===== src/inc/ipfm_pkg.sv =====
// constants, register map and types of the in-position / fault monitor
package ipfm_pkg;
  localparam int          CLK_PERIOD_NS = 4;
  localparam int          NS_PER_US     = 1000;
  localparam int          TICK_US       = 200;
  localparam int          TICK_US_SLOW  = 250;
  localparam logic [14:0] WIN_MAX       = 15'h7fff;
  localparam logic [14:0] DWELL_MAX     = 15'h7530;
  localparam logic [14:0] DWELL_RST     = 15'h000a;
  localparam logic [14:0] FLT_MIN       = 15'h0001;
  localparam logic [14:0] FLT_RST       = 15'h7fff;
  localparam logic [1:0]  INH_CLOSED    = 2'h1;
  localparam logic [1:0]  INH_OPEN      = 2'h2;
  localparam logic [1:0]  INH_GPIO      = 2'h3;
  localparam logic [6:0]  PCT_MAX       = 7'h64;
  localparam logic [6:0]  IDLE_MAX_STD  = 7'h5a;
  localparam logic [6:0]  IDLE_RST      = 7'h32;
  localparam logic [15:0] IDLE_DLY_RST  = 16'h0005;
  // register offsets
  localparam logic [3:0]  A_CTRL    = 4'h0;
  localparam logic [3:0]  A_WINDOW  = 4'h1;
  localparam logic [3:0]  A_DWELL   = 4'h2;
  localparam logic [3:0]  A_FLTLIM  = 4'h3;
  localparam logic [3:0]  A_INHSEL  = 4'h4;
  localparam logic [3:0]  A_IDLEDLY = 4'h5;
  localparam logic [3:0]  A_IDLECUR = 4'h6;
  localparam logic [3:0]  A_PUIDLE  = 4'h7;
  localparam logic [3:0]  A_STALL   = 4'h8;
  localparam logic [3:0]  A_SAVE    = 4'h9;
  localparam logic [3:0]  A_STATUS  = 4'ha;
  localparam logic [3:0]  A_IRQST   = 4'hb;
  localparam logic [3:0]  A_IRQCLR  = 4'hc;
  localparam logic [3:0]  A_IRQEN   = 4'hd;
  // field positions
  localparam int          CTRL_SERVO = 0;
  localparam int          CTRL_PULSE = 1;
  localparam int          ST_INPOS   = 0;
  localparam int          ST_FAULT   = 1;
  localparam int          ST_IDLE    = 2;
  localparam int          ST_INHIB   = 3;
  localparam int          EV_W       = 3;
  localparam int          EV_INPOS   = 0;
  localparam int          EV_FAULT   = 1;
  localparam int          EV_IDLE    = 2;
  localparam logic [1:0]  NV_IDLE    = 2'h0;
  localparam logic [1:0]  NV_STALL   = 2'h1;
  typedef enum logic [1:0] {
    LD_REQ  = 2'b00,
    LD_WAIT = 2'b01,
    LD_RUN  = 2'b10
  } ipfm_load_e;
endpackage


===== src/ipfm_top.sv =====
// in-position, position-fault, pulse-inhibit and idle-current supervision
`timescale 1ns/1ps
module ipfm_top #(
  parameter int ERR_W       = 18,
  parameter bit SLOW_LOOP   = 1'b0,
  parameter bit IDLE_FULL   = 1'b0,
  parameter int TICK_CYCLES = ((SLOW_LOOP ? ipfm_pkg::TICK_US_SLOW : ipfm_pkg::TICK_US)
                               * ipfm_pkg::NS_PER_US) / ipfm_pkg::CLK_PERIOD_NS
) (
  input  wire logic             ref_clk,           // 250 MHz clock
  input  wire logic             sys_rst,           // async reset, active high
  input  wire logic [3:0]       reg_addr,          // register address
  input  wire logic [15:0]      reg_wdata,         // write data
  input  wire logic             reg_wr,            // write strobe
  input  wire logic             reg_rd,            // read strobe
  output logic      [15:0]      reg_rdata,         // read data, cycle after strobe
  input  wire logic [ERR_W-1:0] pos_err,           // signed commanded minus actual
  input  wire logic             step_in,           // step pulse from pulse source
  input  wire logic             inhibit_input_pin, // 1 = contact closed
  output logic                  step_out,          // step pulse to motor stage
  output logic                  in_position,       // motion complete
  output logic                  position_fault,    // servo position fault
  output logic                  idle_active,       // phase current at idle level
  output logic      [6:0]       phase_current_pct, // current level in percent
  output logic      [6:0]       stall_torque_pct,  // active stall prevention torque
  output logic                  irq                // level interrupt
);
  localparam logic [31:0] TICK_LAST = 32'(TICK_CYCLES - 1);
  localparam logic [6:0]  IDLE_MAX  = IDLE_FULL ? ipfm_pkg::PCT_MAX : ipfm_pkg::IDLE_MAX_STD;

  // settings and interrupt state
  logic [1:0]          ctrl_q, ctrl_d;
  logic [14:0]         win_q, win_d, dwell_q, dwell_d, flt_q, flt_d;
  logic [1:0]          inh_q, inh_d;
  logic [15:0]         idly_q, idly_d;
  logic [6:0]          idle_pct_q, idle_pct_d, stall_sh_q, stall_sh_d;
  logic [ipfm_pkg::EV_W-1:0] ist_q, ist_d, ien_q, ien_d, ev;
  logic [15:0]         rdata_q, rdata_d;
  logic                nv_we_q, nv_we_d, save_pend_q, save_pend_d;
  logic [1:0]          nv_wa_q, nv_wa_d;
  logic [6:0]          nv_wd_q, nv_wd_d, nv_rd;
  // supervision state
  logic [31:0]         div_q, div_d;
  logic                tick_q, tick_d;
  logic [14:0]         dcnt_q, dcnt_d;
  logic                inpos_q, inpos_d, flt_st_q, flt_st_d, idle_q, idle_d;
  logic [15:0]         icnt_q, icnt_d;
  logic                step_q, step_d, irq_q, irq_d;
  logic [6:0]          pct_q, pct_d;
  // power-up load state
  ipfm_pkg::ipfm_load_e ld_q, ld_d;
  logic [6:0]          stall_q, stall_d;

  logic [ERR_W-1:0]    err_mag;
  logic                in_win, at_fault, blocked;
  logic [3:0]          status;

  assign err_mag = pos_err[ERR_W-1] ? ERR_W'(-pos_err) : pos_err;
  assign in_win  = err_mag <= ERR_W'(win_q);
  assign at_fault = ctrl_q[ipfm_pkg::CTRL_SERVO] && err_mag >= ERR_W'(flt_q);
  always_comb begin
    blocked = 1'b0;
    if (ctrl_q[ipfm_pkg::CTRL_PULSE]) begin
      if (inh_q == ipfm_pkg::INH_CLOSED) begin
        blocked = inhibit_input_pin;
      end else if (inh_q == ipfm_pkg::INH_OPEN) begin
        blocked = !inhibit_input_pin;
      end
    end
  end
  assign status = {blocked, idle_q, flt_st_q, inpos_q};

  // register file
  always_comb begin
    ctrl_d      = ctrl_q;
    win_d       = win_q;
    dwell_d     = dwell_q;
    flt_d       = flt_q;
    inh_d       = inh_q;
    idly_d      = idly_q;
    idle_pct_d  = idle_pct_q;
    stall_sh_d  = stall_sh_q;
    ien_d       = ien_q;
    nv_we_d     = 1'b0;
    nv_wa_d     = nv_wa_q;
    nv_wd_d     = nv_wd_q;
    save_pend_d = 1'b0;
    rdata_d     = 16'h0000;
    ev = {idle_d & ~idle_q, flt_st_d & ~flt_st_q, inpos_d & ~inpos_q};
    ist_d = ist_q;
    if (reg_wr && reg_addr == ipfm_pkg::A_IRQCLR) begin
      ist_d = ist_q & ~reg_wdata[ipfm_pkg::EV_W-1:0];
    end
    // set after clear so an event in the clearing cycle survives
    ist_d = ist_d | ev;
    if (save_pend_q) begin
      nv_we_d = 1'b1;
      nv_wa_d = ipfm_pkg::NV_IDLE;
      nv_wd_d = idle_pct_q;
    end
    if (reg_wr) begin
      if (reg_addr == ipfm_pkg::A_CTRL) begin
        ctrl_d = reg_wdata[1:0];
      end else if (reg_addr == ipfm_pkg::A_WINDOW) begin
        win_d = reg_wdata[14:0];
      end else if (reg_addr == ipfm_pkg::A_DWELL) begin
        if (reg_wdata[14:0] <= ipfm_pkg::DWELL_MAX && !reg_wdata[15]) begin
          dwell_d = reg_wdata[14:0];
        end
      end else if (reg_addr == ipfm_pkg::A_FLTLIM) begin
        if (reg_wdata[14:0] >= ipfm_pkg::FLT_MIN && !reg_wdata[15]) begin
          flt_d = reg_wdata[14:0];
        end
      end else if (reg_addr == ipfm_pkg::A_INHSEL) begin
        if (reg_wdata[15:2] == 14'h0000 && reg_wdata[1:0] != 2'h0) begin
          inh_d = reg_wdata[1:0];
        end
      end else if (reg_addr == ipfm_pkg::A_IDLEDLY) begin
        idly_d = reg_wdata;
      end else if (reg_addr == ipfm_pkg::A_IDLECUR) begin
        if (reg_wdata[15:7] == 9'h000 && reg_wdata[6:0] <= IDLE_MAX) begin
          idle_pct_d = reg_wdata[6:0];
        end
      end else if (reg_addr == ipfm_pkg::A_PUIDLE) begin
        if (reg_wdata[15:7] == 9'h000 && reg_wdata[6:0] <= IDLE_MAX) begin
          idle_pct_d = reg_wdata[6:0];
          nv_we_d    = 1'b1;
          nv_wa_d    = ipfm_pkg::NV_IDLE;
          nv_wd_d    = reg_wdata[6:0];
        end
      end else if (reg_addr == ipfm_pkg::A_STALL) begin
        if (reg_wdata[15:7] == 9'h000 && reg_wdata[6:0] <= ipfm_pkg::PCT_MAX) begin
          stall_sh_d = reg_wdata[6:0];
        end
      end else if (reg_addr == ipfm_pkg::A_SAVE) begin
        // stall torque first, idle current on the following cycle
        nv_we_d     = 1'b1;
        nv_wa_d     = ipfm_pkg::NV_STALL;
        nv_wd_d     = stall_sh_q;
        save_pend_d = 1'b1;
      end else if (reg_addr == ipfm_pkg::A_IRQEN) begin
        ien_d = reg_wdata[ipfm_pkg::EV_W-1:0];
      end
    end
    if (reg_rd) begin
      if (reg_addr == ipfm_pkg::A_CTRL) begin
        rdata_d = {14'h0000, ctrl_q};
      end else if (reg_addr == ipfm_pkg::A_WINDOW) begin
        rdata_d = {1'b0, win_q};
      end else if (reg_addr == ipfm_pkg::A_DWELL) begin
        rdata_d = {1'b0, dwell_q};
      end else if (reg_addr == ipfm_pkg::A_FLTLIM) begin
        rdata_d = {1'b0, flt_q};
      end else if (reg_addr == ipfm_pkg::A_INHSEL) begin
        rdata_d = {14'h0000, inh_q};
      end else if (reg_addr == ipfm_pkg::A_IDLEDLY) begin
        rdata_d = idly_q;
      end else if (reg_addr == ipfm_pkg::A_IDLECUR || reg_addr == ipfm_pkg::A_PUIDLE) begin
        rdata_d = {9'h000, idle_pct_q};
      end else if (reg_addr == ipfm_pkg::A_STALL) begin
        rdata_d = {9'h000, stall_q};
      end else if (reg_addr == ipfm_pkg::A_STATUS) begin
        rdata_d = {12'h000, status};
      end else if (reg_addr == ipfm_pkg::A_IRQST) begin
        rdata_d = {13'h0000, ist_q};
      end else if (reg_addr == ipfm_pkg::A_IRQEN) begin
        rdata_d = {13'h0000, ien_q};
      end
    end
  end

  always_ff @(posedge ref_clk or posedge sys_rst) begin
    if (sys_rst) begin
      ctrl_q      <= 2'h0;
      win_q       <= 15'h0000;
      dwell_q     <= ipfm_pkg::DWELL_RST;
      flt_q       <= ipfm_pkg::FLT_RST;
      inh_q       <= ipfm_pkg::INH_GPIO;
      idly_q      <= ipfm_pkg::IDLE_DLY_RST;
      idle_pct_q  <= ipfm_pkg::IDLE_RST;
      stall_sh_q  <= 7'h00;
      ist_q       <= 3'h0;
      ien_q       <= 3'h0;
      nv_we_q     <= 1'b0;
      nv_wa_q     <= 2'h0;
      nv_wd_q     <= 7'h00;
      save_pend_q <= 1'b0;
      rdata_q     <= 16'h0000;
    end else begin
      ctrl_q      <= ctrl_d;
      win_q       <= win_d;
      dwell_q     <= dwell_d;
      flt_q       <= flt_d;
      inh_q       <= inh_d;
      idly_q      <= idly_d;
      idle_pct_q  <= idle_pct_d;
      stall_sh_q  <= stall_sh_d;
      ist_q       <= ist_d;
      ien_q       <= ien_d;
      nv_we_q     <= nv_we_d;
      nv_wa_q     <= nv_wa_d;
      nv_wd_q     <= nv_wd_d;
      save_pend_q <= save_pend_d;
      rdata_q     <= rdata_d;
    end
  end

  // supervision: tick, dwell, fault, step gate, idle timer
  always_comb begin
    tick_d  = 1'b0;
    div_d   = div_q + 32'h0000_0001;
    if (div_q >= TICK_LAST) begin
      div_d  = 32'h0000_0000;
      tick_d = 1'b1;
    end
    dcnt_d  = dcnt_q;
    inpos_d = inpos_q;
    if (!in_win) begin
      dcnt_d  = 15'h0000;
      inpos_d = 1'b0;
    end else if (tick_q) begin
      if (dcnt_q >= dwell_q) begin
        inpos_d = 1'b1;
      end
      if (dcnt_q != ipfm_pkg::WIN_MAX) begin
        dcnt_d = dcnt_q + 15'h0001;
      end
    end
    flt_st_d = at_fault;
    step_d   = step_in && !blocked;
    icnt_d   = icnt_q;
    idle_d   = idle_q;
    if (step_in && !blocked) begin
      icnt_d = 16'h0000;
      idle_d = 1'b0;
    end else if (tick_q && !idle_q) begin
      if (icnt_q >= idly_q) begin
        idle_d = 1'b1;
      end else begin
        icnt_d = icnt_q + 16'h0001;
      end
    end
    pct_d = idle_d ? idle_pct_d : ipfm_pkg::PCT_MAX;
    irq_d = |(ist_d & ien_d);
  end

  always_ff @(posedge ref_clk or posedge sys_rst) begin
    if (sys_rst) begin
      div_q    <= 32'h0000_0000;
      tick_q   <= 1'b0;
      dcnt_q   <= 15'h0000;
      inpos_q  <= 1'b0;
      flt_st_q <= 1'b0;
      step_q   <= 1'b0;
      icnt_q   <= 16'h0000;
      idle_q   <= 1'b0;
      pct_q    <= ipfm_pkg::PCT_MAX;
      irq_q    <= 1'b0;
    end else begin
      div_q    <= div_d;
      tick_q   <= tick_d;
      dcnt_q   <= dcnt_d;
      inpos_q  <= inpos_d;
      flt_st_q <= flt_st_d;
      step_q   <= step_d;
      icnt_q   <= icnt_d;
      idle_q   <= idle_d;
      pct_q    <= pct_d;
      irq_q    <= irq_d;
    end
  end

  // stall torque is taken from the store only after reset, i.e. a power cycle
  always_comb begin
    ld_d    = ld_q;
    stall_d = stall_q;
    case (ld_q)
      ipfm_pkg::LD_REQ:  ld_d = ipfm_pkg::LD_WAIT;
      ipfm_pkg::LD_WAIT: begin
        ld_d    = ipfm_pkg::LD_RUN;
        stall_d = nv_rd;
      end
      default:           ld_d = ipfm_pkg::LD_RUN;
    endcase
  end

  always_ff @(posedge ref_clk or posedge sys_rst) begin
    if (sys_rst) begin
      ld_q    <= ipfm_pkg::LD_REQ;
      stall_q <= 7'h00;
    end else begin
      ld_q    <= ld_d;
      stall_q <= stall_d;
    end
  end

  ipfm_nvmem #(.AW(2), .DW(7)) u_nv (
    .ref_clk (ref_clk),
    .we      (nv_we_q),
    .waddr   (nv_wa_q),
    .wdata   (nv_wd_q),
    .raddr   (ipfm_pkg::NV_STALL),
    .rdata   (nv_rd)
  );

  assign reg_rdata         = rdata_q;
  assign step_out          = step_q;
  assign in_position       = inpos_q;
  assign position_fault    = flt_st_q;
  assign idle_active       = idle_q;
  assign phase_current_pct = pct_q;
  assign stall_torque_pct  = stall_q;
  assign irq               = irq_q;

  inpos_dwell_a: assert property (@(posedge ref_clk) disable iff (sys_rst)
    $rose(inpos_q) |-> $past(dcnt_q) >= $past(dwell_q) && $past(tick_q))
    else $error("in position without full dwell");
  win_range_a: assert property (@(posedge ref_clk) disable iff (sys_rst)
    inpos_q |-> $past(in_win))
    else $error("in position outside window");
  tick_period_a: assert property (@(posedge ref_clk) disable iff (sys_rst)
    tick_q |-> div_q == 32'h0000_0000 && $past(div_q) == TICK_LAST)
    else $error("tick period wrong");
  dwell_limit_a: assert property (@(posedge ref_clk) disable iff (sys_rst)
    dwell_q <= ipfm_pkg::DWELL_MAX)
    else $error("dwell above limit");
  fault_raise_a: assert property (@(posedge ref_clk) disable iff (sys_rst)
    at_fault |=> position_fault)
    else $error("fault not raised");
  stall_hold_a: assert property (@(posedge ref_clk) disable iff (sys_rst)
    ld_q == ipfm_pkg::LD_RUN |=> $stable(stall_q))
    else $error("stall torque changed without power cycle");
  inhibit_gate_a: assert property (@(posedge ref_clk) disable iff (sys_rst)
    step_out |-> $past(step_in) && !$past(blocked))
    else $error("step passed while inhibited");
  idle_wait_a: assert property (@(posedge ref_clk) disable iff (sys_rst)
    $rose(idle_q) |-> $past(icnt_q) >= $past(idly_q) && $past(tick_q))
    else $error("idle entered early");
  idle_limit_a: assert property (@(posedge ref_clk) disable iff (sys_rst)
    idle_pct_q <= IDLE_MAX)
    else $error("idle current above limit");
  pu_commit_a: assert property (@(posedge ref_clk) disable iff (sys_rst)
    reg_wr && reg_addr == ipfm_pkg::A_PUIDLE && reg_wdata <= 16'(IDLE_MAX)
    |=> nv_we_q && nv_wd_q == idle_pct_q && nv_wa_q == ipfm_pkg::NV_IDLE)
    else $error("power-up idle not stored");
  dwell_clear_a: assert property (@(posedge ref_clk) disable iff (sys_rst)
    !in_win |=> dcnt_q == 15'h0000 && !inpos_q)
    else $error("dwell counter not cleared");
  inpos_seen_c: cover property (@(posedge ref_clk) disable iff (sys_rst) $rose(inpos_q));
  fault_seen_c: cover property (@(posedge ref_clk) disable iff (sys_rst) $rose(flt_st_q));
  idle_seen_c: cover property (@(posedge ref_clk) disable iff (sys_rst) $rose(idle_q));
  block_seen_c: cover property (@(posedge ref_clk) disable iff (sys_rst) step_in && blocked);
endmodule


===== src/ipfm_nvmem.sv =====
// small settings store standing in for the non-volatile memory
`timescale 1ns/1ps
module ipfm_nvmem #(
  parameter int AW = 2,
  parameter int DW = 8
) (
  input  wire logic          ref_clk, // clock
  input  wire logic          we,      // write strobe
  input  wire logic [AW-1:0] waddr,   // write address
  input  wire logic [DW-1:0] wdata,   // write data
  input  wire logic [AW-1:0] raddr,   // read address
  output logic      [DW-1:0] rdata    // registered read data
);
  // no reset on purpose: contents must survive sys_rst, which models a power cycle
  logic [DW-1:0] mem [2**AW];

  always_ff @(posedge ref_clk) begin
    if (we) begin
      mem[waddr] <= wdata;
    end
    rdata <= mem[raddr];
  end
endmodule


===== config.mk =====
export PLATFORM = sky130hd
export DESIGN_NAME = ipfm_top
export DESIGN_NICKNAME = d
export VERILOG_FILES = /design/src/inc/ipfm_pkg.sv /design/src/ipfm_top.sv /design/src/ipfm_nvmem.sv
export SDC_FILE = /design/constraint.sdc
export NUM_CORES = 1
export LEC_CHECK = 0
export ABC_AREA = 1
export BUFFER_PORTS_ARGS = -buffer_cell sky130_fd_sc_hd__buf_2
export CAP_MARGIN = 20
export CORE_ASPECT_RATIO = 0.5
export CORE_MARGIN = 2
export CORE_UTILIZATION = 50
export DETAILED_ROUTE_END_ITERATION = 6
export HOLD_SLACK_MARGIN = 0.1
export PLACE_DENSITY_LB_ADDON = 0.15
export SLEW_MARGIN = 10
export SYNTH_ARGS = -nofsm -noshare
export SYNTH_HDL_FRONTEND = slang
export SYNTH_HIERARCHICAL = 1
export SYNTH_SLANG_ARGS = --single-unit
export TNS_END_PERCENT = 5

===== constraint.sdc =====
create_clock -name ref_clk -period 7.7 [get_ports ref_clk]
set_input_delay 1.54 -clock ref_clk [delete_from_list [all_inputs] [get_ports ref_clk]]
set_output_delay 1.54 -clock ref_clk [all_outputs]
set_load 0.05 [all_outputs]

---- Word-level counts from Yosys, hierarchy flattened ----
Memory sizes are Yosys's and may differ from the RTL's. A register that Yosys moved wholly into a read port is not among the register bits.
Index checks and enable logic that the tools add are counted.
storage, ports and cells
  flip-flop bits (word level) ............. 197
  bits in writable memories ............... 28
  input bits .............................. 44
  logic and storage cells ................. 216
  memories kept ........................... 1
cells by class
  add/sub/neg operators ................... 4
  $lt $le $gt $ge ......................... 9
  equal/unequal tests ..................... 20
  multiplexer cells ....................... 107
  bitwise gates (word level) .............. 18
  reduce and logical (&&, ||, !) cells .... 30
memories
  memory    words  width  rd ports  clocked after memory_dff  wr ports  RTL line          source
  u_nv.mem  4      7      1         1                         1         ipfm_nvmem.sv:15  logic [DW-1:0] mem [2**AW];
operators with widths
  operator                                                             count
  2-to-1 mux 7 bit                                                     26
  2-to-1 mux 16 bit                                                    10
  2-to-1 mux 15 bit                                                    3
  2-to-1 mux 3 bit                                                     15
  2-to-1 mux 1 bit                                                     36
  adder 32 x 1 -> 32 bit, second input constant                        1
  greater-or-equal comparator 32 x 16 -> 1 bit, second input constant  1
  2-to-1 mux 32 bit                                                    1
  2-to-1 mux 2 bit                                                     14
  == test 4 bit, second input constant                                 6
  greater-or-equal comparator 18 x 15 -> 1 bit                         1
  less-or-equal comparator 18 x 15 -> 1 bit                            1
  2-to-1 mux 18 bit                                                    1
  negator 18 bit                                                       1
  adder 16 x 1 -> 16 bit, second input constant                        1
  == test 4 x 3 -> 1 bit, second input constant                        4
  greater-or-equal comparator 16 bit                                   1
  adder 15 x 1 -> 15 bit, second input constant                        1
  greater-or-equal comparator 15 x 1 -> 1 bit, second input constant   1
  greater-or-equal comparator 15 bit                                   1
  less-or-equal comparator 15 bit, second input constant               1
  inequality test 15 bit, second input constant                        1
  less-or-equal comparator 7 bit, second input constant                2
  zero test 14 bit                                                     1
  other kinds (26)                                                     57

---- Longest topological paths before layout ----
  depth in word-level cells ............... 15
  depth in mapped cells ................... 22

---- By module ----
Netlist, hierarchy kept.
by module, submodules not included
  module      instances  cells each  area each (um^2)  seq. area each (um^2)
  ipfm_top    1          1,321       10,754.1          4,963.5
  ipfm_nvmem  1          124         1,350.0           980.9

---- Worst setup path before layout ----
OpenSTA, ideal clock, no wires.
  path type ............................... in2reg
  from .................................... in pos_err[0]
  to ...................................... reg dcnt_q[8]
  setup time .............................. 119 ps
  data arrival time ....................... 3,594 ps
  path slack .............................. 3,987 ps
  stages on the path ...................... 20
  path through ............................ inv_1 ha_1 nand2_1 nor3_1 nand3_1 nand2_1 o21ai_0 xor2_1 ha_1 nand2_1 o21ai_0 a21oi_1 nand2_1 nand2_1 nand2_2 inv_2 nand2_1 nand3_1 nand2_1 nor2_1
between the ends
  longest elaborated chain between the ends .. 5
RTL lines
  item                                                                                      RTL line         source
  start: declaration                                                                        ipfm_top.sv:17   input wire logic [ERR_W-1:0] pos_err,
  negator 18 bit                                                                            ipfm_top.sv:58   assign err_mag = pos_err[ERR_W-1] ? ERR_W'(-pos_err) : pos_err;
  2-to-1 mux 18 bit (*)                                                                     ipfm_top.sv:58
  less-or-equal comparator 18 x 15 -> 1 bit (*)                                             ipfm_top.sv:59   assign in_win = err_mag <= ERR_W'(win_q);
  inequality test 2 x 1 -> 1 bit (no source line) or inequality test 2 bit (tied branches)  --
  AND reduction 2 bit (no source line)                                                      --
  end signal: assignment                                                                    ipfm_top.sv:262  dcnt_q <= dcnt_d;
  end: declaration                                                                          ipfm_top.sv:45   logic [14:0] dcnt_q, dcnt_d;
Mark *: on every way between the ends. The rest lies on a longest branch, timed or not.
A chain may end at the register's enable or synchronous reset.

---- Final worst setup path ----
Ends and elaborated chain as after synthesis.

==> metrics.txt <==
# TYPE chip_impl_metric gauge
chip_impl_info{name="status",value="completed"} 1
chip_impl_info{name="synth_flop_cell",value="sky130_fd_sc_hd__dfrtp_1"} 1
chip_impl_metric{name="worstSkewPairLatency",unit="ns"} 0.52
chip_impl_info{name="reg2reg_to",value="phase_current_pct[3]"} 1
chip_impl_metric{name="cts_resized",unit=""} 0
chip_impl_metric{name="finalWeightedCongestion",unit=""} 0.946
chip_impl_metric{name="utilization",unit="%"} 57.2
chip_impl_metric{name="die-width",unit="um"} 224
chip_impl_info{name="cp-start-kind",value="primary input"} 1
chip_impl_metric{name="drt_iter0_markers",unit=""} 903
chip_impl_metric{name="cts-buffers-inserted",unit=""} 22
chip_impl_metric{name="floorplan.initialDensity",unit="%"} 50.7
chip_impl_metric{name="final-setup-viol-count",unit=""} 0
chip_impl_metric{name="grt.overflow.total",unit=""} 0
chip_impl_metric{name="area_growth",unit="%"} 12.8
chip_impl_metric{name="min_period",unit="ns"} 3.90
chip_impl_info{name="timing.critical_path.mode_cell",value="sky130_fd_sc_hd__nand2_1"} 1
chip_impl_metric{name="internal_power_consumption",unit="mW"} 2.21
chip_impl_metric{name="die_area",unit="sq um"} 25500
chip_impl_metric{name="combPwrFrac",unit="%"} 16.5
chip_impl_metric{name="cellPowerDensity",unit="nW/um^2"} 229
chip_impl_metric{name="final_layout_size_suffix_gt1_share",unit="%"} 11.2
chip_impl_metric{name="cap_violations",unit=""} 0
chip_impl_info{name="worst_setup_path_startpoint",value="pos_err[0]"} 1
chip_impl_metric{name="clkSlewWorstSetupHoldPaths",unit="ns"} 0.06
chip_impl_metric{name="pwr-share-clk",unit="%"} 36.6
chip_impl_metric{name="setup-tns-final",unit="ns"} 0
chip_impl_metric{name="switchingPower",unit="mW"} 0.918
chip_impl_metric{name="power.static_leakage",unit="nW"} 6.53
chip_impl_metric{name="totalWireLength",unit="um"} 31700
chip_impl_info{name="critical_path.endpoint",value="dcnt_q[8]"} 1
chip_impl_info{name="worstSetupPathType",value="in -> reg"} 1
chip_impl_metric{name="vdd_ir_drop_max",unit="V"} 0.000142
chip_impl_metric{name="mappedNetlistArea",unit="sq um"} 12100
chip_impl_metric{name="postLayoutSetupSlackWorst",unit="ns"} 3.80
chip_impl_metric{name="timing.critical_path.slowest_cell_delay",unit="ns"} 0.28
chip_impl_metric{name="critical_path_required",unit="ns"} 8.10
chip_impl_metric{name="max_slew_margin",unit="%"} 36.7
chip_impl_metric{name="placement.setup.worst_slack",unit="ns"} 3.36
chip_impl_metric{name="synth_warnings",unit=""} 6
chip_impl_info{name="worst_setup_path_end_kind",value="flop"} 1
chip_impl_metric{name="holdBufCountCts",unit=""} 0
chip_impl_metric{name="cts_setup_buffers",unit=""} 0
chip_impl_metric{name="floorplan.io_pins",unit=""} 79
chip_impl_metric{name="number_of_input_and_output_port_buffers_inserted",unit=""} 78
chip_impl_info{name="cpMaxStageDelayCell",value="sky130_fd_sc_hd__ha_1"} 1
chip_impl_metric{name="drt_via_density",unit=""} 5.35
chip_impl_metric{name="hpwlAfterDp",unit="um"} 23700
chip_impl_metric{name="drt-pass1-iter-count",unit=""} 5
chip_impl_metric{name="tightest_slew",unit="ns"} 0.950
chip_impl_metric{name="deepest_level_of_the_cts_h_tree",unit=""} 1
chip_impl_metric{name="final_max_slew_viol_count",unit=""} 0
chip_impl_metric{name="pwr-share-seq",unit="%"} 46.9
chip_impl_metric{name="clock_skew",unit="ns"} 0.0140
chip_impl_metric{name="synth-edff-count",unit=""} 28
chip_impl_metric{name="cts_buffer_depth",unit=""} 3
chip_impl_metric{name="synth.ff_latch_count",unit=""} 232
chip_impl_metric{name="avg_inst_size_synth",unit="sq um"} 8.38
chip_impl_metric{name="fp-row-count",unit=""} 40
chip_impl_metric{name="layout.nets",unit=""} 1653
chip_impl_metric{name="cts.sinks",unit=""} 232
chip_impl_metric{name="grt_pass1_wl",unit="um"} 50800
chip_impl_metric{name="reg2reg_slack",unit="ns"} 4.93
chip_impl_metric{name="layout_worst_path_cycle_share",unit="%"} 50.7
chip_impl_metric{name="hold_viol_final",unit=""} 0
chip_impl_metric{name="antenna_cells_inserted",unit=""} 0
chip_impl_metric{name="groute.usage.overall",unit="%"} 25.6
chip_impl_info{name="worst_reg2reg_path_startpoint",value="inh_q[1]"} 1
chip_impl_metric{name="worst-endpoint-arrival",unit="ns"} 4.30
chip_impl_metric{name="ys_types",unit=""} 52
chip_impl_info{name="clock_tree.root_cell",value="sky130_fd_sc_hd__clkbuf_16"} 1
chip_impl_metric{name="route.detailed.wl_per_inst",unit="um"} 16.9
chip_impl_metric{name="design.core.area",unit="sq um"} 23900
chip_impl_info{name="rsz_0062_raised_after_global_routing",value="no"} 1
chip_impl_metric{name="biggest_fanout_along_the_worst_timing_path",unit=""} 15
chip_impl_info{name="clock_tree_from_tritoncts",value="built"} 1
chip_impl_metric{name="route.vias.total",unit=""} 10000
chip_impl_metric{name="drc_errors_left",unit=""} 0
chip_impl_metric{name="synth.yosys.seq_area_share",unit="%"} 49.1
chip_impl_metric{name="asyncSetResetFlopFracSynth",unit="%"} 84.9
chip_impl_metric{name="grt_pass1_vias",unit=""} 9716
chip_impl_metric{name="die-height",unit="um"} 114
chip_impl_metric{name="reg2regPathDepth",unit=""} 7
chip_impl_metric{name="drt.antenna.violating_nets",unit=""} 0
chip_impl_metric{name="grt_antenna_before_repair",unit=""} 0
chip_impl_info{name="critical_path_cell_list",value="buf_2 > inv_1 > ha_1 > nand2_1 > nor3_1 > nand3_1 > nand2_1 > o21ai_0 > xor2_1 > ha_1 > nand2_1 > o21ai_0 > a21oi_1 > nand2_1 > nand2_1 > nand2_2 > inv_2 > nand2_1 > a21oi_1 > nor2_1"} 1
chip_impl_info{name="min-delay-path-class",value="reg -> reg"} 1
chip_impl_metric{name="max_clock_freq",unit="MHz"} 256
chip_impl_metric{name="syn_inst",unit=""} 1445
chip_impl_metric{name="power_switching_share",unit="%"} 29.3
chip_impl_metric{name="grt_start_max_net_pins",unit=""} 133
==> cell families after synthesis <==
logic type / count (synthesis) / synth area share (%)
AOI/OAI and AO/OA: 264 / 12.2
and+or+nand+nor: 589 / 20.8
DFF: 232 / 49.1
adders and majority gates: 65 / 6.72
xor gates and xnor gates: 37 / 2.68
other: 2 / 0.0620
buffers and inverters: 251 / 7.94
muxes: 5 / 0.465
==> routing by layer <==
| layer | global-route usage (%) | part of all wire [%] | vias up |
|---|---|---|---|
| met5 | 0 | 0 | - |
| met4 | 6.22 | 1.9 | 0 |
| met3 | 5.26 | 6.3 | 49 |
| met2 | 40.8 | 45 | 266 |
| met1 | 36.2 | 47 | 4809 |
| li1 | - | - | 4901 |
==> registers in the layout, indices dropped and copies added (netlist names), 15 cells and up <==
register	cells
idly_q	16
div_q	32
icnt_q	16
dwell_q	15
flt_q	15
reg_rdata	16
win_q	15
dcnt_q	15
u_nv/mem	28
==> critical path, delay by kind of cell <==
family / cells / cell delay [ns]
buffers and inverters: 3 / 0.44
and+or+nand+nor: 10 / 1.13
xor gates and xnor gates: 1 / 0.22
AOI/OAI and AO/OA: 4 / 0.48
adders and majority gates: 2 / 0.48
==> cells in the mapped netlist (6+ instances only) <==
cell,instances,area [sq um]
sky130_fd_sc_hd__nand4_1,20,125
sky130_fd_sc_hd__dfxtp_1,7,140
sky130_fd_sc_hd__ha_1,65,813
sky130_fd_sc_hd__edfxtp_1,28,841
sky130_fd_sc_hd__inv_1,216,811
sky130_fd_sc_hd__nor4_1,10,62.6
sky130_fd_sc_hd__nand3_1,64,320
sky130_fd_sc_hd__buf_2,6,30.0
sky130_fd_sc_hd__nand2_1,326,1220
sky130_fd_sc_hd__o21ai_0,148,741
sky130_fd_sc_hd__nor3_1,27,135
sky130_fd_sc_hd__a221oi_1,14,123
sky130_fd_sc_hd__o22ai_1,7,43.8
sky130_fd_sc_hd__nor2_1,116,435
sky130_fd_sc_hd__xnor2_1,11,96.3
sky130_fd_sc_hd__dfstp_2,27,709
sky130_fd_sc_hd__xor2_1,26,228
sky130_fd_sc_hd__clkbuf_1,22,82.6
sky130_fd_sc_hd__a21oi_1,63,315
sky130_fd_sc_hd__dfrtp_1,170,4250
==> worst min path at each step <==
stage | depth (start not counted) | to | startpoint
3_3_place_gp | 1 | ld_q[0] | ld_q[0]
2_1_floorplan | 1 | ld_q[0] | ld_q[0]
6_report | 1 | ld_q[0] | ld_q[0]
5_1_grt | 1 | ld_q[0] | ld_q[0]
4_1_cts | 1 | ld_q[0] | ld_q[0]
3_5_place_dp | 1 | ld_q[0] | ld_q[0]
==> per-stage QoR <==
| stage | area, sq um | hold WS (ns) | power [mW] | instances |
|---|---|---|---|---|
| global placement | 12900 | 0.422 | 1.97 | 1831 |
| detailed placement | 12900 | 0.429 | 1.99 | 1833 |
| CTS | 13600 | 0.438 | 3.15 | 1873 |
| floorplan | 12200 | 0.410 | 1.82 | 1466 |
| finish | 13700 | 0.439 | 3.13 | 1875 |
| global route | 13700 | 0.456 | 3.29 | 1875 |
==> final cells by class <==
class,instances,area (sq um)
fillers,2201,10200
clock inverters,12,143
clock buffers,28,614
well taps,315,394
repair buffers,85,438
multi-input cells,983,5290
inverters,220,833
flip-flops and latches,232,5940
==> cell usage in the layout (no fill, tap or decap), types with 28 or more instances in the layout <==
master and count:
sky130_fd_sc_hd__o21ai_0 148, sky130_fd_sc_hd__nand2_1 326, sky130_fd_sc_hd__buf_2 79, sky130_fd_sc_hd__nor2_1 116, sky130_fd_sc_hd__a21oi_1 63, sky130_fd_sc_hd__edfxtp_1 28, sky130_fd_sc_hd__ha_1 65, sky130_fd_sc_hd__dfrtp_1 170
sky130_fd_sc_hd__nand3_1 64, sky130_fd_sc_hd__inv_1 215
==> power groups by stage <==
stage | logic (mW) | registers, mW | clock network (mW)
2_1_floorplan | 0.332 | 1.49 | 0
3_3_place_gp | 0.490 | 1.48 | 0
3_5_place_dp | 0.508 | 1.49 | 0
4_1_cts | 0.514 | 1.46 | 1.17
5_1_grt | 0.593 | 1.48 | 1.22
6_report | 0.516 | 1.47 | 1.15
Note: power is estimated with default switching activity, not from simulation.
